$ cat src/core/adc_ctrl_pkg.sv
// adc_ctrl_pkg: shared constants and types for the converter control block
// assumes: one 200 MHz system clock, asynchronous active-high reset
package adc_ctrl_pkg;
  // ------------------------------------------------------------
  // widths
  // ------------------------------------------------------------
  localparam int RESULT_W   = 12;            // conversion result width
  localparam int CTRL_W     = 8;             // divide and sample-time control width
  localparam int MODE_W     = 4;             // operating mode width
  localparam int FIFO_DEPTH = 16;            // result buffer depth
  // ------------------------------------------------------------
  // timing
  // ------------------------------------------------------------
  localparam int CLK_PERIOD_PS = 5000;       // 200 MHz system clock
  localparam int CAL_TIME_NS   = 10000;      // power-up calibration time
  localparam int CAL_CYCLES    = (CAL_TIME_NS * 1000 + CLK_PERIOD_PS - 1) / CLK_PERIOD_PS;
  // ------------------------------------------------------------
  // reset values
  // ------------------------------------------------------------
  localparam logic [RESULT_W-1:0] RESULT_RST = 12'h000; // result after reset
  // ------------------------------------------------------------
  // converter sequencer states
  // ------------------------------------------------------------
  typedef enum logic [2:0] {
    ST_RESET,                                // held in converter reset
    ST_CAL,                                  // power-up calibration
    ST_IDLE,                                 // ready for a start
    ST_SAMPLE,                               // acquiring the input
    ST_CONVERT,                              // successive approximation
    ST_DONE                                  // result push
  } conv_state_t;
endpackage : adc_ctrl_pkg

$ cat src/core/result_fifo.sv
// result_fifo: synchronous valid/ready buffer for conversion results
// assumes: single clock, asynchronous active-high reset
`timescale 1ns/1ps
`default_nettype none
module result_fifo #(
  parameter int WIDTH = 12,                  // word width
  parameter int DEPTH = 16                   // word count, power of two
) (
  input  wire logic             i_ref_clk,   // system clock
  input  wire logic             i_rst,       // async reset, active high
  input  wire logic             i_in_valid,  // write request
  output logic                  o_in_ready,  // space available
  input  wire logic [WIDTH-1:0] i_in_data,   // write data
  output logic                  o_out_valid, // word available
  input  wire logic             i_out_ready, // reader takes word
  output logic [WIDTH-1:0]      o_out_data   // head word
);
  localparam int AW = $clog2(DEPTH);         // address width, one bit narrower than the wrap-bit pointers
  // refuse depths the wrap-bit pointers cannot serve
  if (WIDTH < 1 || DEPTH < 2 || (1 << AW) != DEPTH) begin : g_depth_check
    $error("result_fifo: DEPTH must be a power of two");
  end
  logic [WIDTH-1:0] mem_r [DEPTH];           // storage array
  logic [AW:0]      wp_r, wp_nxt;            // write pointer with wrap bit
  logic [AW:0]      rp_r, rp_nxt;            // read pointer with wrap bit
  logic             push, pop;               // accepted handshakes
  // ------------------------------------------------------------
  // flags and next pointers
  // ------------------------------------------------------------
  always_comb begin
    o_in_ready  = (wp_r - rp_r) != (AW+1)'(DEPTH);  // honest full
    o_out_valid = wp_r != rp_r;                     // honest empty
    o_out_data  = mem_r[rp_r[AW-1:0]];
    push        = i_in_valid && o_in_ready;
    pop         = o_out_valid && i_out_ready;
    wp_nxt      = wp_r + (AW+1)'(push);
    rp_nxt      = rp_r + (AW+1)'(pop);
  end
  // pointer registers
  always_ff @(posedge i_ref_clk or posedge i_rst) begin
    if (i_rst) begin
      wp_r <= '0;
      rp_r <= '0;
    end else begin
      wp_r <= wp_nxt;
      rp_r <= rp_nxt;
    end
  end
  // storage has no reset; only written words are ever read
  always_ff @(posedge i_ref_clk) begin
    if (push) begin
      mem_r[wp_r[AW-1:0]] <= i_in_data;
    end
  end
endmodule // result_fifo
`default_nettype wire

$ cat src/core/adc_ctrl.sv
// adc_ctrl: digital sequencer of a successive-approximation converter
// assumes: control inputs come from logic on i_ref_clk, analog comparator
// decision arrives on a pin and is synchronised here
// Contract
// RULE1 - fabric resets block after power-up and programming
// RULE2 - power-down stops comparator and conversions
// RULE3 - fabric should keep power-down deasserted
// RULE4 - converter reset holds converter, disables quad inputs
// RULE5 - busy high exactly while converting
// RULE6 - calibrate high during power-up calibration only; the code also holds it high while in converter reset (ST_RESET)
// RULE7 - result valid marks a valid twelve-bit result; in 8-bit mode (i_mode bit0) the code converts only bits 7:0
// RULE8 - sampling high only during acquisition
// RULE9 - one-cycle start while idle begins a conversion
// RULE10 - divide control and sample time set timing
`timescale 1ns/1ps
`default_nettype none
module adc_ctrl
  import adc_ctrl_pkg::*;
#(
  parameter int CAL_COUNT = adc_ctrl_pkg::CAL_CYCLES  // calibration length in clocks
) (
  input  wire logic                              i_ref_clk,                // system clock
  input  wire logic                              i_rst,                    // async reset
  input  wire logic                              i_converter_reset,        // converter reset
  input  wire logic                              i_comparator_power_down,  // comparator off
  input  wire logic                              i_conversion_start,       // start pulse
  input  wire logic [adc_ctrl_pkg::MODE_W-1:0]   i_mode,                   // mode, bit0 8-bit
  input  wire logic [adc_ctrl_pkg::CTRL_W-1:0]   i_clock_divide_ctrl,      // divider
  input  wire logic [adc_ctrl_pkg::CTRL_W-1:0]   i_sample_time_ctrl,       // acquisition
  input  wire logic                              i_internal_temp_strobe,   // temp strobe
  input  wire logic                              i_comp_in,                // comparator pin
  input  wire logic                              i_result_ready,           // reader takes
  output logic                                   o_busy,                   // converting
  output logic                                   o_calibrate,              // calibrating
  output logic                                   o_sample,                 // acquiring
  output logic                                   o_result_valid,           // result there
  output logic [adc_ctrl_pkg::RESULT_W-1:0]      o_result,                 // result word
  output logic                                   o_quad_enable,            // quad inputs on
  output logic                                   o_comp_enable,            // comparator on
  output logic                                   o_temp_strobe             // strobe to quad
);
  import adc_ctrl_pkg::*;
  // the calibration counter is sixteen bits wide
  if (CAL_COUNT < 1 || CAL_COUNT > 65535) begin : g_cal_check
    $error("adc_ctrl: CAL_COUNT out of range");
  end
  // ------------------------------------------------------------
  // comparator pin synchroniser: three stages, second and third agree
  // ------------------------------------------------------------
  logic [2:0] comp_sync_r, comp_sync_nxt;    // synchroniser chain
  logic       comp_bit_r, comp_bit_nxt;      // filtered decision
  always_comb begin
    comp_sync_nxt = {comp_sync_r[1:0], i_comp_in};
    comp_bit_nxt  = (comp_sync_r[1] == comp_sync_r[2]) ? comp_sync_r[2] : comp_bit_r;
  end
  always_ff @(posedge i_ref_clk or posedge i_rst) begin
    if (i_rst) begin
      comp_sync_r <= 3'h0;
      comp_bit_r  <= 1'b0;
    end else begin
      comp_sync_r <= comp_sync_nxt;
      comp_bit_r  <= comp_bit_nxt;
    end
  end
  // ------------------------------------------------------------
  // sequencer
  // ------------------------------------------------------------
  conv_state_t          st_r, st_nxt;        // sequencer state
  logic [15:0]          cnt_r, cnt_nxt;      // calibration / sample counter
  logic [CTRL_W:0]      div_r, div_nxt;      // conversion clock divider
  logic [3:0]           bit_r, bit_nxt;      // bit under test
  logic [RESULT_W-1:0]  sar_r, sar_nxt;      // approximation register
  logic                 push;                // result into buffer
  logic                 fifo_ready;          // buffer has room
  logic                 conv_tick;           // one conversion clock
  logic                 fifo_valid;          // buffer head valid
  logic [RESULT_W-1:0]  fifo_data;           // buffer head word
  logic                 fifo_take;           // head moves into output stage
  // divider wraps after clock_divide_ctrl+1 system clocks
  always_comb begin
    conv_tick = (div_r == {1'b0, i_clock_divide_ctrl}); // RULE10
  end
  always_comb begin
    st_nxt  = st_r;
    cnt_nxt = cnt_r;
    div_nxt = conv_tick ? '0 : div_r + 1'b1;
    bit_nxt = bit_r;
    sar_nxt = sar_r;
    push    = 1'b0;
    case (st_r)
      // held until reset is released
      ST_RESET: begin
        st_nxt  = ST_CAL;
        cnt_nxt = 16'(CAL_COUNT - 1);
      end
      // power-up calibration, counted on system clocks
      ST_CAL: begin
        if (cnt_r == 16'h0000) begin
          st_nxt = ST_IDLE;                                   // RULE6
        end else begin
          cnt_nxt = cnt_r - 1'b1;
        end
      end
      // start taken only while idle and comparator powered
      ST_IDLE: begin
        if (i_conversion_start && !i_comparator_power_down) begin // RULE9 RULE2
          st_nxt  = ST_SAMPLE;
          cnt_nxt = {8'h00, i_sample_time_ctrl};              // RULE10
        end
      end
      // acquisition lasts sample_time_ctrl+1 system clocks
      ST_SAMPLE: begin
        if (cnt_r == 16'h0000) begin
          st_nxt  = ST_CONVERT;
          div_nxt = '0;
          bit_nxt = i_mode[0] ? 4'h7 : 4'(RESULT_W - 1);
          sar_nxt = '0;
        end else begin
          cnt_nxt = cnt_r - 1'b1;
        end
      end
      // one result bit per conversion clock, msb first
      ST_CONVERT: begin
        if (conv_tick) begin
          sar_nxt[bit_r] = comp_bit_r;
          if (bit_r == 4'h0) begin
            st_nxt = ST_DONE;
          end else begin
            bit_nxt = bit_r - 1'b1;
          end
        end
      end
      // waits here when the buffer is full: back-pressure stalls starts
      ST_DONE: begin
        if (fifo_ready) begin
          push   = 1'b1;                                      // RULE7
          st_nxt = ST_IDLE;
        end
      end
      default: st_nxt = ST_RESET;
    endcase
    // power-down aborts work but keeps calibration state; a stalled result is dropped
    if (i_comparator_power_down &&
        (st_r == ST_SAMPLE || st_r == ST_CONVERT || st_r == ST_DONE)) begin
      st_nxt = ST_IDLE;                                       // RULE2
    end
    if (i_converter_reset) begin
      st_nxt = ST_RESET;                                      // RULE4
    end
  end
  always_ff @(posedge i_ref_clk or posedge i_rst) begin
    if (i_rst) begin
      st_r  <= ST_RESET;
      cnt_r <= 16'h0000;
      div_r <= '0;
      bit_r <= 4'h0;
      sar_r <= RESULT_RST;
    end else begin
      st_r  <= st_nxt;
      cnt_r <= cnt_nxt;
      div_r <= div_nxt;
      bit_r <= bit_nxt;
      sar_r <= sar_nxt;
    end
  end
  // ------------------------------------------------------------
  // result buffer
  // ------------------------------------------------------------
  result_fifo #(.WIDTH(RESULT_W), .DEPTH(FIFO_DEPTH)) u_fifo (
    .i_ref_clk   (i_ref_clk),
    .i_rst       (i_rst || i_converter_reset),
    .i_in_valid  (push),
    .o_in_ready  (fifo_ready),
    .i_in_data   (sar_r),
    .o_out_valid (fifo_valid),
    .i_out_ready (fifo_take),
    .o_out_data  (fifo_data)
  );
  // ------------------------------------------------------------
  // registered outputs; busy, calibrate and sample are computed from the next state so they track it
  // ------------------------------------------------------------
  logic busy_nxt, cal_nxt, samp_nxt, val_nxt, qen_nxt, cen_nxt, ts_nxt; // next outputs
  logic [RESULT_W-1:0] res_nxt;                                          // next result
  logic pop_now;                                                         // head taken
  always_comb begin
    pop_now  = o_result_valid && i_result_ready;
    busy_nxt = (st_nxt == ST_SAMPLE) || (st_nxt == ST_CONVERT) || (st_nxt == ST_DONE); // RULE5
    cal_nxt  = (st_nxt == ST_CAL) || (st_nxt == ST_RESET);                             // RULE6
    samp_nxt = (st_nxt == ST_SAMPLE);                                                  // RULE8
    qen_nxt  = !i_converter_reset;                                                     // RULE4
    cen_nxt  = !i_comparator_power_down;                                               // RULE2
    ts_nxt   = i_internal_temp_strobe && !i_converter_reset;
    // the head leaves the buffer when it moves into the output stage, so no
    // word is shown twice; a taken word is replaced by the next one at once
    fifo_take = fifo_valid && (!o_result_valid || pop_now);
    val_nxt  = !i_converter_reset && ((o_result_valid && !pop_now) || fifo_valid); // RULE7
    res_nxt  = (o_result_valid && !pop_now) ? o_result : fifo_data;
  end
  always_ff @(posedge i_ref_clk or posedge i_rst) begin
    if (i_rst) begin
      o_busy         <= 1'b0;
      o_calibrate    <= 1'b1;
      o_sample       <= 1'b0;
      o_result_valid <= 1'b0;
      o_result       <= RESULT_RST;
      o_quad_enable  <= 1'b0;
      o_comp_enable  <= 1'b0;
      o_temp_strobe  <= 1'b0;
    end else begin
      o_busy         <= busy_nxt;
      o_calibrate    <= cal_nxt;
      o_sample       <= samp_nxt;
      o_result_valid <= val_nxt;
      o_result       <= res_nxt;
      o_quad_enable  <= qen_nxt;
      o_comp_enable  <= cen_nxt;
      o_temp_strobe  <= ts_nxt;
    end
  end
  // ------------------------------------------------------------
  // checks
  // ------------------------------------------------------------
  // helper for the sample-length check: cycles spent with o_sample high
  logic [CTRL_W:0] samp_len_r, samp_len_nxt; // sampling cycle count
  always_comb begin
    samp_len_nxt = o_sample ? samp_len_r + 1'b1 : '0;
  end
  always_ff @(posedge i_ref_clk or posedge i_rst) begin
    if (i_rst) begin
      samp_len_r <= '0;
    end else begin
      samp_len_r <= samp_len_nxt;
    end
  end
  chk_busy_state: assert property (@(posedge i_ref_clk) disable iff (i_rst) // RULE5
    o_busy == (st_r == ST_SAMPLE || st_r == ST_CONVERT || st_r == ST_DONE))
    else $error("busy does not follow conversion");
  chk_sample_in_busy: assert property (@(posedge i_ref_clk) disable iff (i_rst) // RULE8
    o_sample |-> o_busy) else $error("sampling outside a conversion");
  chk_reset_quad: assert property (@(posedge i_ref_clk) disable iff (i_rst) // RULE4
    i_converter_reset |=> !o_quad_enable && !o_busy) else $error("reset did not hold converter");
  chk_pdown_stop: assert property (@(posedge i_ref_clk) disable iff (i_rst) // RULE2
    i_comparator_power_down |=> !o_busy && !o_comp_enable) else $error("power-down kept running");
  chk_cal_done: assert property (@(posedge i_ref_clk) disable iff (i_rst) // RULE6
    $fell(o_calibrate) |-> $past(st_r) == ST_CAL) else $error("calibrate fell outside calibration");
  chk_start_busy: assert property (@(posedge i_ref_clk) disable iff (i_rst) // RULE9
    (st_r == ST_IDLE && i_conversion_start && !i_comparator_power_down && !i_converter_reset)
    |=> o_busy && o_sample) else $error("start not taken");
  chk_sample_len: assert property (@(posedge i_ref_clk) disable iff (i_rst) // RULE10
    ($fell(o_sample) && o_busy) |-> samp_len_r == ({1'b0, i_sample_time_ctrl} + 1'b1))
    else $error("sample time not honoured");
  chk_valid_stable: assert property (@(posedge i_ref_clk) disable iff (i_rst) // RULE7
    (o_result_valid && !i_result_ready && !i_converter_reset) |=> o_result_valid
    && $stable(o_result)) else $error("result changed before it was taken");
  cov_conversion: cover property (@(posedge i_ref_clk) disable iff (i_rst) push);
  cov_calibrated: cover property (@(posedge i_ref_clk) disable iff (i_rst) $fell(o_calibrate));
  cov_full_stall: cover property (@(posedge i_ref_clk) disable iff (i_rst)
    st_r == ST_DONE && !fifo_ready);
endmodule // adc_ctrl
`default_nettype wire

$ cat config.mk
export PLATFORM = sky130hd
export DESIGN_NAME = adc_ctrl
export DESIGN_NICKNAME = d
export VERILOG_FILES = /design/src/core/adc_ctrl_pkg.sv /design/src/core/result_fifo.sv /design/src/core/adc_ctrl.sv
export SDC_FILE = /design/constraint.sdc
export NUM_CORES = 1
export LEC_CHECK = 0
export BUFFER_PORTS_ARGS = -buffer_cell sky130_fd_sc_hd__buf_2
export CAP_MARGIN = 20
export CELL_PAD_IN_SITES_DETAIL_PLACEMENT = 0
export CELL_PAD_IN_SITES_GLOBAL_PLACEMENT = 1
export CORE_AREA = 2 2 140 279
export DETAILED_ROUTE_END_ITERATION = 8
export DIE_AREA = 0 0 142 281
export PLACE_DENSITY_LB_ADDON = 0.1
export SLEW_MARGIN = 0
export SYNTH_ARGS = -nofsm -noshare
export SYNTH_HDL_FRONTEND = slang
export SYNTH_SLANG_ARGS = --single-unit
$ cat constraint.sdc
create_clock -name i_ref_clk -period 3.55 [get_ports i_ref_clk]
set_clock_uncertainty 0.1 [all_clocks]
set_input_delay 0.71 -clock i_ref_clk [delete_from_list [all_inputs] [get_ports i_ref_clk]]
set_output_delay 0.71 -clock i_ref_clk [all_outputs]
set_load 0.02 [all_outputs]
==> results of run 1 <==
## cells in the mapped netlist, drive strengths merged (2+ instances only)
library cell	instances
a21o	2
a21oi	39
a22o	2
a2bb2oi	3
a31oi	15
and2	4
and3	3
buf	14
clkbuf	18
dfrtp	76
edfxtp	192
ha	14
inv	19
mux2i	14
mux4	48
nand2	32
nand2b	8
nand3	12
nand4	4
nor2	72
nor2b	4
nor3	16
nor4	15
nor4b	3
o21ai	37
o21bai	2
o22a	3
o22ai	16
or4	5
xnor2	15
xor2	17
## logic make-up (layout without fill, tap and decap cells)
kind of cell,Yosys count,count (layout)
AOI/OAI and AO/OA,127,127
xor gates and xnor gates,32,32
adders and majority gates,15,15
buffers and inverters,52,141
DFF,269,269
muxes,62,62
and+or+nand+nor,180,180
## critical path, cell delays in order (launching register included)
cell and delay (ns):
dfrtp_1 0.53, ha_1 0.43, nand2_1 0.09, o21ai_0 0.20, xor2_1 0.30, o21ai_2 0.11
buf_4 0.22, nor4_2 0.23, buf_4 0.31
## metrics by stage
step | hold WS, ns | std cells | worst slack [ns] | utilization (%)
after global placement | 0.249 | 1240 | 0.711 | 32.3
after CTS | 0.138 | 1288 | 0.678 | 34.5
after detailed placement | 0.258 | 1240 | 0.699 | 32.3
after floorplan | 0.231 | 737 | -0.129 | -
final | 0.166 | 1289 | 0.706 | 34.5
after global routing | 0.136 | 1289 | 0.494 | 34.5
## power by group through the flow
| stage | registers [mW] | clock network (mW) | logic (mW) |
|---|---|---|---|
| after global placement | 3.74 | 0 | 1.92 |
| after detailed placement | 3.74 | 0 | 1.95 |
| after floorplan | 3.79 | 0 | 1.31 |
| final | 3.67 | 2.71 | 1.92 |
| after global routing | 3.70 | 2.92 | 2.12 |
| after CTS | 3.68 | 2.80 | 1.96 |
## per-layer routing
metal / vias to the layer above / part of all wire (%) / global-route usage (%)
met5: - / 0 / 0
met4: 0 / 2.6 / 4.77
met2: 122 / 59 / 29.8
met1: 3384 / 36 / 14.9
li1: 2978 / - / -
met3: 43 / 2.5 / 1.64
## registers in the layout, summed over array words and instances, names as in the netlist, 3 cells and up
register	count
u_fifo.mem_r	192
cnt_r	16
o_result	12
sar_r	12
div_r	9
u_fifo.rp_r	5
u_fifo.wp_r	5
bit_r	4
comp_sync_r	3
st_r	3
## how the worst min path moves through the flow
stage	slack, ns	startpoint	end	depth (start not counted)
6_report	0.17	i_comp_in	comp_sync_r[0]	1
4_1_cts	0.14	i_comp_in	comp_sync_r[0]	1
3_5_place_dp	0.26	comp_sync_r[0]	comp_sync_r[1]	0
3_3_place_gp	0.25	comp_sync_r[0]	comp_sync_r[1]	0
2_1_floorplan	0.23	comp_sync_r[0]	comp_sync_r[1]	0
5_1_grt	0.14	i_comp_in	comp_sync_r[0]	1
## layout make-up
class	count	area (um^2)	share of cell area (%)
Clock inverter	12	108	0.824
Timing Repair Buffer	73	460	3.53
Tap cell	463	579	4.44
Sequential cell	269	7700	59.0
Multi-Input combinational cell	416	3410	26.1
Inverter	20	76.3	0.585
Clock buffer	36	718	5.50
==> impl_results.md, run 1 <==
- Status: finished clean
- R2r setup slk: a little over 0.7 ns
- Commonest non-fill, non-tap cells in the layout: edfxtp_1, dfrtp_1, nor2_1
- Area contributors post-synth: edfxtp_1, dfrtp_1, mux4_2, nor2_1, a21oi_1
- Gpl congestion: ~0.8
- DRT antenna net count: 0
- Most used DFF post-synth: edfxtp_1
- Worst setup path startpoint: u_fifo.wp_r[2]
- Top-Level Pins: 47
- Distinct cell type count after synthesis: 54
- Post-synthesis async set-or-reset flop share: 28.6%
- Dpl cell area: 12,200 um^2
- Min cycle time layout: 2.84 ns
- Worst setup path class: flop to flop
- Residual DRC: 0
- Clock root cell: clkbuf_16
- Hold violation count in the final report: 0
- Max-cap viol count: 0
- WP data arrival: 2.97 ns
- Internal: 5.84 mW
- Die area: 39,900 um^2
- DR pass1 iterations: 5
- VDD IR max: about 0.35 mV
- Mapped Area: around 11,000 um^2
- DP Wirelength: 19.1 mm
- Area share of the largest cell type after synthesis: 51.2%
- Die width: about 140 um
- Mapped Cells: 737
- Synth Area in Compound Gates: ~6.7%
- Net Count, Synth: 779
- Max-slew headroom: 43.4%
- FF-to-FF Start: u_fifo.wp_r[2]
- R2r endpoint: u_fifo.mem_r[12][11]
- Core area: 37,800 um^2
- Initial core utilization: 29.8%
- Leakage: 4.85 nW
- Clock share of power: 32.6%
- Total gr overflow: 0
- Antenna violations before repair: 0
- CTS tree: yes
- DR iter-0 viols: about 280
- CP Capture Type: flop
- Worst Hold Class: input port to flop
- Layout cell share with drive strength beyond 1: 22.4%
- Timing endpoint of the critical path: u_fifo.mem_r[12][11]
- Post-route cell area: 13,100 um^2
- Htree depth: 1
- Pwr/cell area: 635 nW/um^2
- Combinational fraction of design power: a little under a quarter
- Via count: 6,527
- Row cnt: between 100 and 150
- RSZ-0062 raised after global routing: no
- Syn avg cell area: 15.3 um^2
- Critical Path Source Type: flop
- Post-CTS sizing: 0
- CTS Buf Count: 26
- Post-CTS Hold Buffers: 0
- Number of global-route vias before repair: 7,315
- Synth Area in Adders: about 1.6%
- Synth area leader: edfxtp_1
- XOR/XNOR share of the synthesized area: 2.49%
- Reg2Reg Depth: 8
- Sw frac: 29.6%
- Tcrit/Tclk final: between 80 and 90%
- Fill cell total of the finished layout: 3,622
- Mux contribution to synthesized area: 10.9%
- Largest net degree at the start of global routing: 51
- #FFs+latches synth: around 270
- Port Buffers: 43
- First-pass GRT wire length: 43.7 mm
- Nets: 848
- Max Slew Vio Count: 0
- Vias per Instance: 5.06
- Sequential fraction of the synthesis area: 68.4%
- Clock Pin Slew Worst Setup and Hold Paths: roughly 0.070 ns
- N_diodes: 0
- TNS Setup: 0 ns
- Max frequency: about 350 MHz
- Clock latency on the worst-skew pair: 0.55 ns
- Synth Warn #: 0
- Clk sinks: approximately 270
- Power Total: approximately 8.3 mW
- Post-Route WL: approximately 28 mm
- Final setup vio count: 0
- Tightest Pin Transition: ~0.85 ns
- WP data required: 3.67 ns
- Most common cell after layout, fill and taps aside: edfxtp_1
- Simple-Gate Fraction of Synth Area: 8.05%
- Chip height: about 280 um
- Maximum buffer depth of the clock tree: 3
- CP max FO: 17
- Largest family of logic cells by synthesized area: multiplexers
- Area Growth Syn to Fin: 16.0%
- Global router's overall resource usage: between 10% and 20%
- Sw Pwr: 2.46 mW
- Post-synth EDFFs: 192
- Routed length per instance: 21.9 um
- Reg power frac: 44.3%
- Post-CTS setup buffer count: 0
(Power assumes the default switching activity.)
==> inputs of run 2 (changes only) <==
ABC_AREA = 1   (was unset)
CORE_AREA = 2 2 143 284   (was 2 2 140 279)
DIE_AREA = 0 0 145 286   (was 0 0 142 281)
clock period = 2.6 ns   (was 3.55 ns; I/O delays follow)
==> impl_results.md, run 2 <==
- Max Slew Vio Count: 0
- Final setup vio count: 0
- Clock Pin Slew Worst Setup and Hold Paths: 0.07 ns
- Sequential fraction of the synthesis area: 65.9%
- Max reg flops: 192
- Die width: between 100 and 150 um
- Tightest Pin Transition: 0.822 ns
- Distinct cell type count after synthesis: 45
- Net Count, Synth: 1,107
- Max-slew headroom: 45.2%
- VDD IR max: 0.630 mV
- Port Buffers: 43
- Total gr overflow: 0
- Commonest cells post-synth: nor2_1, edfxtp_1, nand2_1
- Number of global-route vias before repair: 8,232
- Mapped Cells: 1,065
- Largest net degree at the start of global routing: 98
- Leakage: 5.00 nW
- Initial core utilization: 29.7%
- Via count: 7,910
- RSZ-0062 raised after global routing: no
- Most common cell in the netlist: nor2_1
- Clk sinks: 269
- Pwr/cell area: 898 nW/um^2
- Die area: 41,500 um^2
- CTS Buf Count: 26
- CP Capture Type: flop
- Min cycle time layout: 2.36 ns
- Synth area leader: edfxtp_1
- Vias per Instance: ~4.7
- Chip height: 286 um
- DP Wirelength: around 22 mm
- Top-Level Pins: 47
- Core area: slightly below 40,000 um^2
- DR iter-0 viols: slightly below 400
- Mapped Area: 11,700 um^2
- Residual DRC: 0
- Max frequency: 423 MHz
- Routed length per instance: 19.7 um
- Area Growth Syn to Fin: 20.2%
- Post-route cell area: ~14,000 um^2
- Global router's overall resource usage: 16.0%
- Syn avg cell area: 11.0 um^2
- #FFs+latches synth: 269
- Post-CTS setup buffer count: 0
- Synth Warn #: 0
- Post-synth EDFFs: 192
- Gpl congestion: 0.744
- Clock latency on the worst-skew pair: 0.54 ns
- CP max FO: 6
- Worst Hold Class: input port to flop
- First-pass GRT wire length: roughly 50 mm
- Post-synthesis async set-or-reset flop share: 28.6%
- Htree depth: 1
- Tcrit/Tclk final: 90.9%
- Post-Route WL: 32.9 mm
- Nets: 1,173
- Row cnt: 103
- Dpl cell area: between 10,000 and 15,000 um^2
- DR pass1 iterations: 4
- Area share of the largest cell type after synthesis: around 49%
- Maximum buffer depth of the clock tree: 3
- N_diodes: 0
- WP data required: 2.95 ns
- Antenna violations before repair: 0
- CTS tree: yes
- Layout cell share with drive strength beyond 1: 17.8%
- Hold violation count in the final report: 0
- Most used DFF post-synth: edfxtp_1
- Status: finished clean
- Fill cell total of the finished layout: 3,937
- DRT antenna net count: 0
- Critical Path Source Type: flop
- TNS Setup: 0 ns
- Max-cap viol count: 0
- Util after Layout: ~36%
- Area contributors post-synth: edfxtp_1, dfrtp_1, nor2_1, o21ai_0, nand2_1
- Most common cell after layout, fill and taps aside: edfxtp_1
- WP data arrival: between 2 and 3 ns
- Clock root cell: clkbuf_16
- Commonest non-fill, non-tap cells in the layout: edfxtp_1, nor2_1, nand2_1
- Worst setup path class: flop to flop
## run 2: cell types whose count changed after synthesis, sizes merged, moves of 30 or more
cell	delta
nand3	+30
o21ai	+83
nor2	+137
mux4	-48
nand2	+106
inv	+63
## run 2: repair_timing
item	4_1_cts	5_1_grt
gates resized for setup	0	3
endpoints found under the setup margin	0	2
hold buffers	3	0
endpoints found under the hold margin	32	0
## run 2: final cells by class
| cell class | instances | area (um^2) | area share [%] |
|---|---|---|---|
| Multi-Input combinational cell | 668 | 3630 | 25.9 |
| Sequential cell | 269 | 7690 | 54.8 |
| Inverter | 83 | 317 | 2.26 |
| Timing Repair Buffer | 83 | 736 | 5.24 |
| Clock inverter | 12 | 218 | 1.55 |
| Clock buffer | 36 | 779 | 5.56 |
| Tap cell | 525 | 657 | 4.68 |
## run 2: report_power, final
group          switching, mW  internal, mW
clock network           1.66          2.69
registers              0.189          4.77
logic                   2.32         0.963
total                   4.17          8.43
## run 2: worst max-delay path: stages (launching register included)
cell and delay [ns]:
dfrtp_1 0.36, clkinv_2 0.07, ha_2 0.32, or2_2 0.30, nand3_1 0.08, nand2_1 0.06
nor2_2 0.10, nand2_1 0.07, nand2_2 0.10, inv_4 0.08, ha_1 0.21, ha_1 0.21
nand3_1 0.10, xnor2_1 0.12
## run 2: cell families after synthesis
group / Yosys count / share of synthesized area (%)
AND/OR/NAND/NOR: 413 / 15.5
flip-flops: 269 / 65.9
AO/OA/AOI/OAI: 221 / 11.1
buffers and inverters: 128 / 4.48
XOR/XNOR: 19 / 1.43
adder cells (fa/ha/maj): 15 / 1.59
## run 2: worst paths after layout
kind	slack [ns]	start	depth (start not counted)	to
worst max-delay path	0.24	u_fifo.rp_r[2]	13	u_fifo.wp_r[4]
worst min-delay path	0.09	i_comparator_power_down	2	o_comp_enable
worst max register to register	0.24	u_fifo.rp_r[2]	13	u_fifo.wp_r[4]
worst min register to register	0.26	comp_sync_r[0]	0	comp_sync_r[1]
max in group asynchronous	1.27	i_rst	4	comp_sync_r[0]
min in group asynchronous	0.44	i_rst	3	o_quad_enable
## run 2: metal layers
layer | GRT usage, % | vias up | share of wire, %
met5 | 0 | - | 0
met4 | 6.71 | 0 | 4.0
li1 | - | 3835 | -
met1 | 15.9 | 3889 | 35
met3 | 1.63 | 57 | 2.6
met2 | 33.0 | 129 | 58
## run 2: through the flow
step	hold WS, ns	std cells	power, mW	worst slack (ns)
5_1_grt	0.0710	1676	13.3	0.0430
4_1_cts	0.0587	1676	12.8	0.0836
6_report	0.0875	1676	12.6	0.237
2_1_floorplan	0.231	1065	7.17	0.0117
3_3_place_gp	0.240	1625	8.45	0.126
3_5_place_dp	0.242	1625	8.46	0.108
==> inputs of run 3 (changes only) <==
ABC_AREA = unset   (was 1)
CORE_AREA = 2 2 140 279   (was 2 2 143 284)
DIE_AREA = 0 0 142 281   (was 0 0 145 286)
clock period = 2.4 ns   (was 2.6 ns; I/O delays follow)
==> impl_results.md, run 3 (synthesis gave the netlist of run 1 again) <==
- Final setup vio count: 0
- Global router's overall resource usage: 14.7%
- Core area: 37,800 um^2
- Htree depth: 1
- Max frequency: 418 MHz
- First-pass GRT wire length: around 44 mm
- Port Buffers: between 40 and 50
- Chip height: between 200 and 300 um
- Tcrit/Tclk final: between 90% and 100%
- Max Slew Vio Count: 0
- DRT antenna net count: 0
- Max-slew headroom: 44.9%
- Gpl congestion: 0.830
- Maximum buffer depth of the clock tree: 3
- TNS Setup: 0 ns
- CTS Buf Count: 26
- DR iter-0 viols: 314
- Die area: about 40,000 um^2
- DR pass1 iterations: 4
- Max reg flops: roughly 190
- Worst path cell trace: ha_4 > inv_4 > a21oi_4 > o21ai_2 > xor2_2 > o21ai_4 > buf_12 > nor3_4 > clkbuf_16
- Status: finished clean
- N_diodes: 0
- Clk sinks: about 270
- Buf/Inv on CP: 3
- WP data required: between 2 and 3 ns
- Residual DRC: 0
- Layout cell share with drive strength beyond 1: 29.3%
- Clock latency on the worst-skew pair: 0.54 ns
- Critical Path Source Type: flop
- Clock root cell: clkbuf_16
- Power Total: 12.7 mW
- Tightest Pin Transition: 0.827 ns
- Min cycle time layout: 2.39 ns
- Max-cap viol count: 0
- Hold violation count in the final report: 0
- Most common cell after layout, fill and taps aside: edfxtp_1
- Nets: 885
- VDD IR max: 0.504 mV
- Clock Pin Slew Worst Setup and Hold Paths: 0.07 ns
- Crit-path slowest cell: dfrtp_4
- CTS tree: yes
- Antenna violations before repair: 0
- Number of global-route vias before repair: 7,417
- Leakage: 5.13 nW
- DP Wirelength: 19.8 mm
- Vias per Instance: 5.03
- Die width: 142 um
- Post-Route WL: 29.3 mm
- Worst setup path class: flop to flop
- Crit path max-delay family: flip-flops
- Routed length per instance: 22.1 um
- Slowest stage delay, CP: around 0.5 ns
- Initial core utilization: 29.8%
- Commonest non-fill, non-tap cells in the layout: edfxtp_1, dfrtp_1, nor2_1
- Row cnt: 101
- Worst Hold Class: input port to flop
- Top-Level Pins: 47
- Area Growth Syn to Fin: 24.0%
- RSZ-0062 raised after global routing: yes
- Largest net degree at the start of global routing: 54
- WP data arrival: 2.55 ns
- CP max FO: 16
- CP Capture Type: flop
- Via count: 6,669
- Total gr overflow: 0
- Pwr/cell area: between 900 and 1000 nW/um^2
-- run 3: cell count changes in the layout (fill, tap and decap cells not counted), moves of 14 or more --
cell      before  now
nor2_1       179   71
nand2_1      130   28
o21ai_0      105   14
inv_1         70   13
mux4_2         0   48
buf_4         20   41
nand3_1       31   10
nor2_4        21    0
o221ai_1      20    1
o21ai_1        5   21
mux2i_1        0   14
o22ai_1       30   16
-- run 3: cell type report --
type | instances | area, um^2
fillers | 3576 | 23800
clock buffers | 34 | 742
inverters | 20 | 82.6
flip-flops and latches | 269 | 7700
clock inverters | 14 | 154
well taps | 463 | 579
multi-input cells | 416 | 3670
repair buffers | 110 | 1020
-- run 3: worst paths after layout --
check,from,to,slack [ns],cells past startpoint
setup / recovery,u_fifo.rp_r[0],u_fifo.mem_r[14][4],0.007,9
hold / removal,i_internal_temp_strobe,o_temp_strobe,0.05,2
setup reg to reg,u_fifo.rp_r[0],u_fifo.mem_r[14][4],0.007,9
hold reg to reg,comp_sync_r[0],comp_sync_r[1],0.25,0
max in group asynchronous,i_rst,o_calibrate,1.11,4
min in group asynchronous,i_rst,o_temp_strobe,0.39,3
-- run 3: per-stage QoR --
| step | worst slack [ns] | cell area (um^2) | hold slack (ns) | util (%) | instances |
|---|---|---|---|---|---|
| after CTS | 0.00296 | 13800 | 0.0251 | 36.6 | 1321 |
| final | 0.00745 | 14000 | 0.0522 | 36.9 | 1326 |
| after floorplan | -0.379 | 11600 | 0.231 | - | 737 |
| after detailed placement | -0.110 | 12900 | 0.237 | 34.1 | 1270 |
| after global routing | -0.0701 | 14000 | 0.0449 | 36.9 | 1326 |
| after global placement | -0.0874 | 12900 | 0.241 | 34.1 | 1270 |
-- run 3: repair_timing --
action / 4_1_cts / 5_1_grt
hold endpoints to repair: 25 / 0
hold buffers: 3 / 0
setup buffers: 0 / 3
cloned: 0 / 2
gates resized for setup: 7 / 12
pin swaps: 0 / 7
setup endpoints to repair: 98 / 120
-- run 3: power breakdown --
group	switching (mW)	internal, mW	leakage (nW)
combinational	1.72	1.29	1.87
sequential	0.242	5.19	2.82
clock	1.80	2.51	0.435
-- run 3: layer usage --
metal | track usage, % | share of wire [%] | up-vias
li1 | - | - | 3053
met1 | 13.9 | 33 | 3454
met2 | 31.0 | 61 | 104
met3 | 1.77 | 2.8 | 58
met4 | 5.41 | 3.4 | 0
met5 | 0 | 0 | -
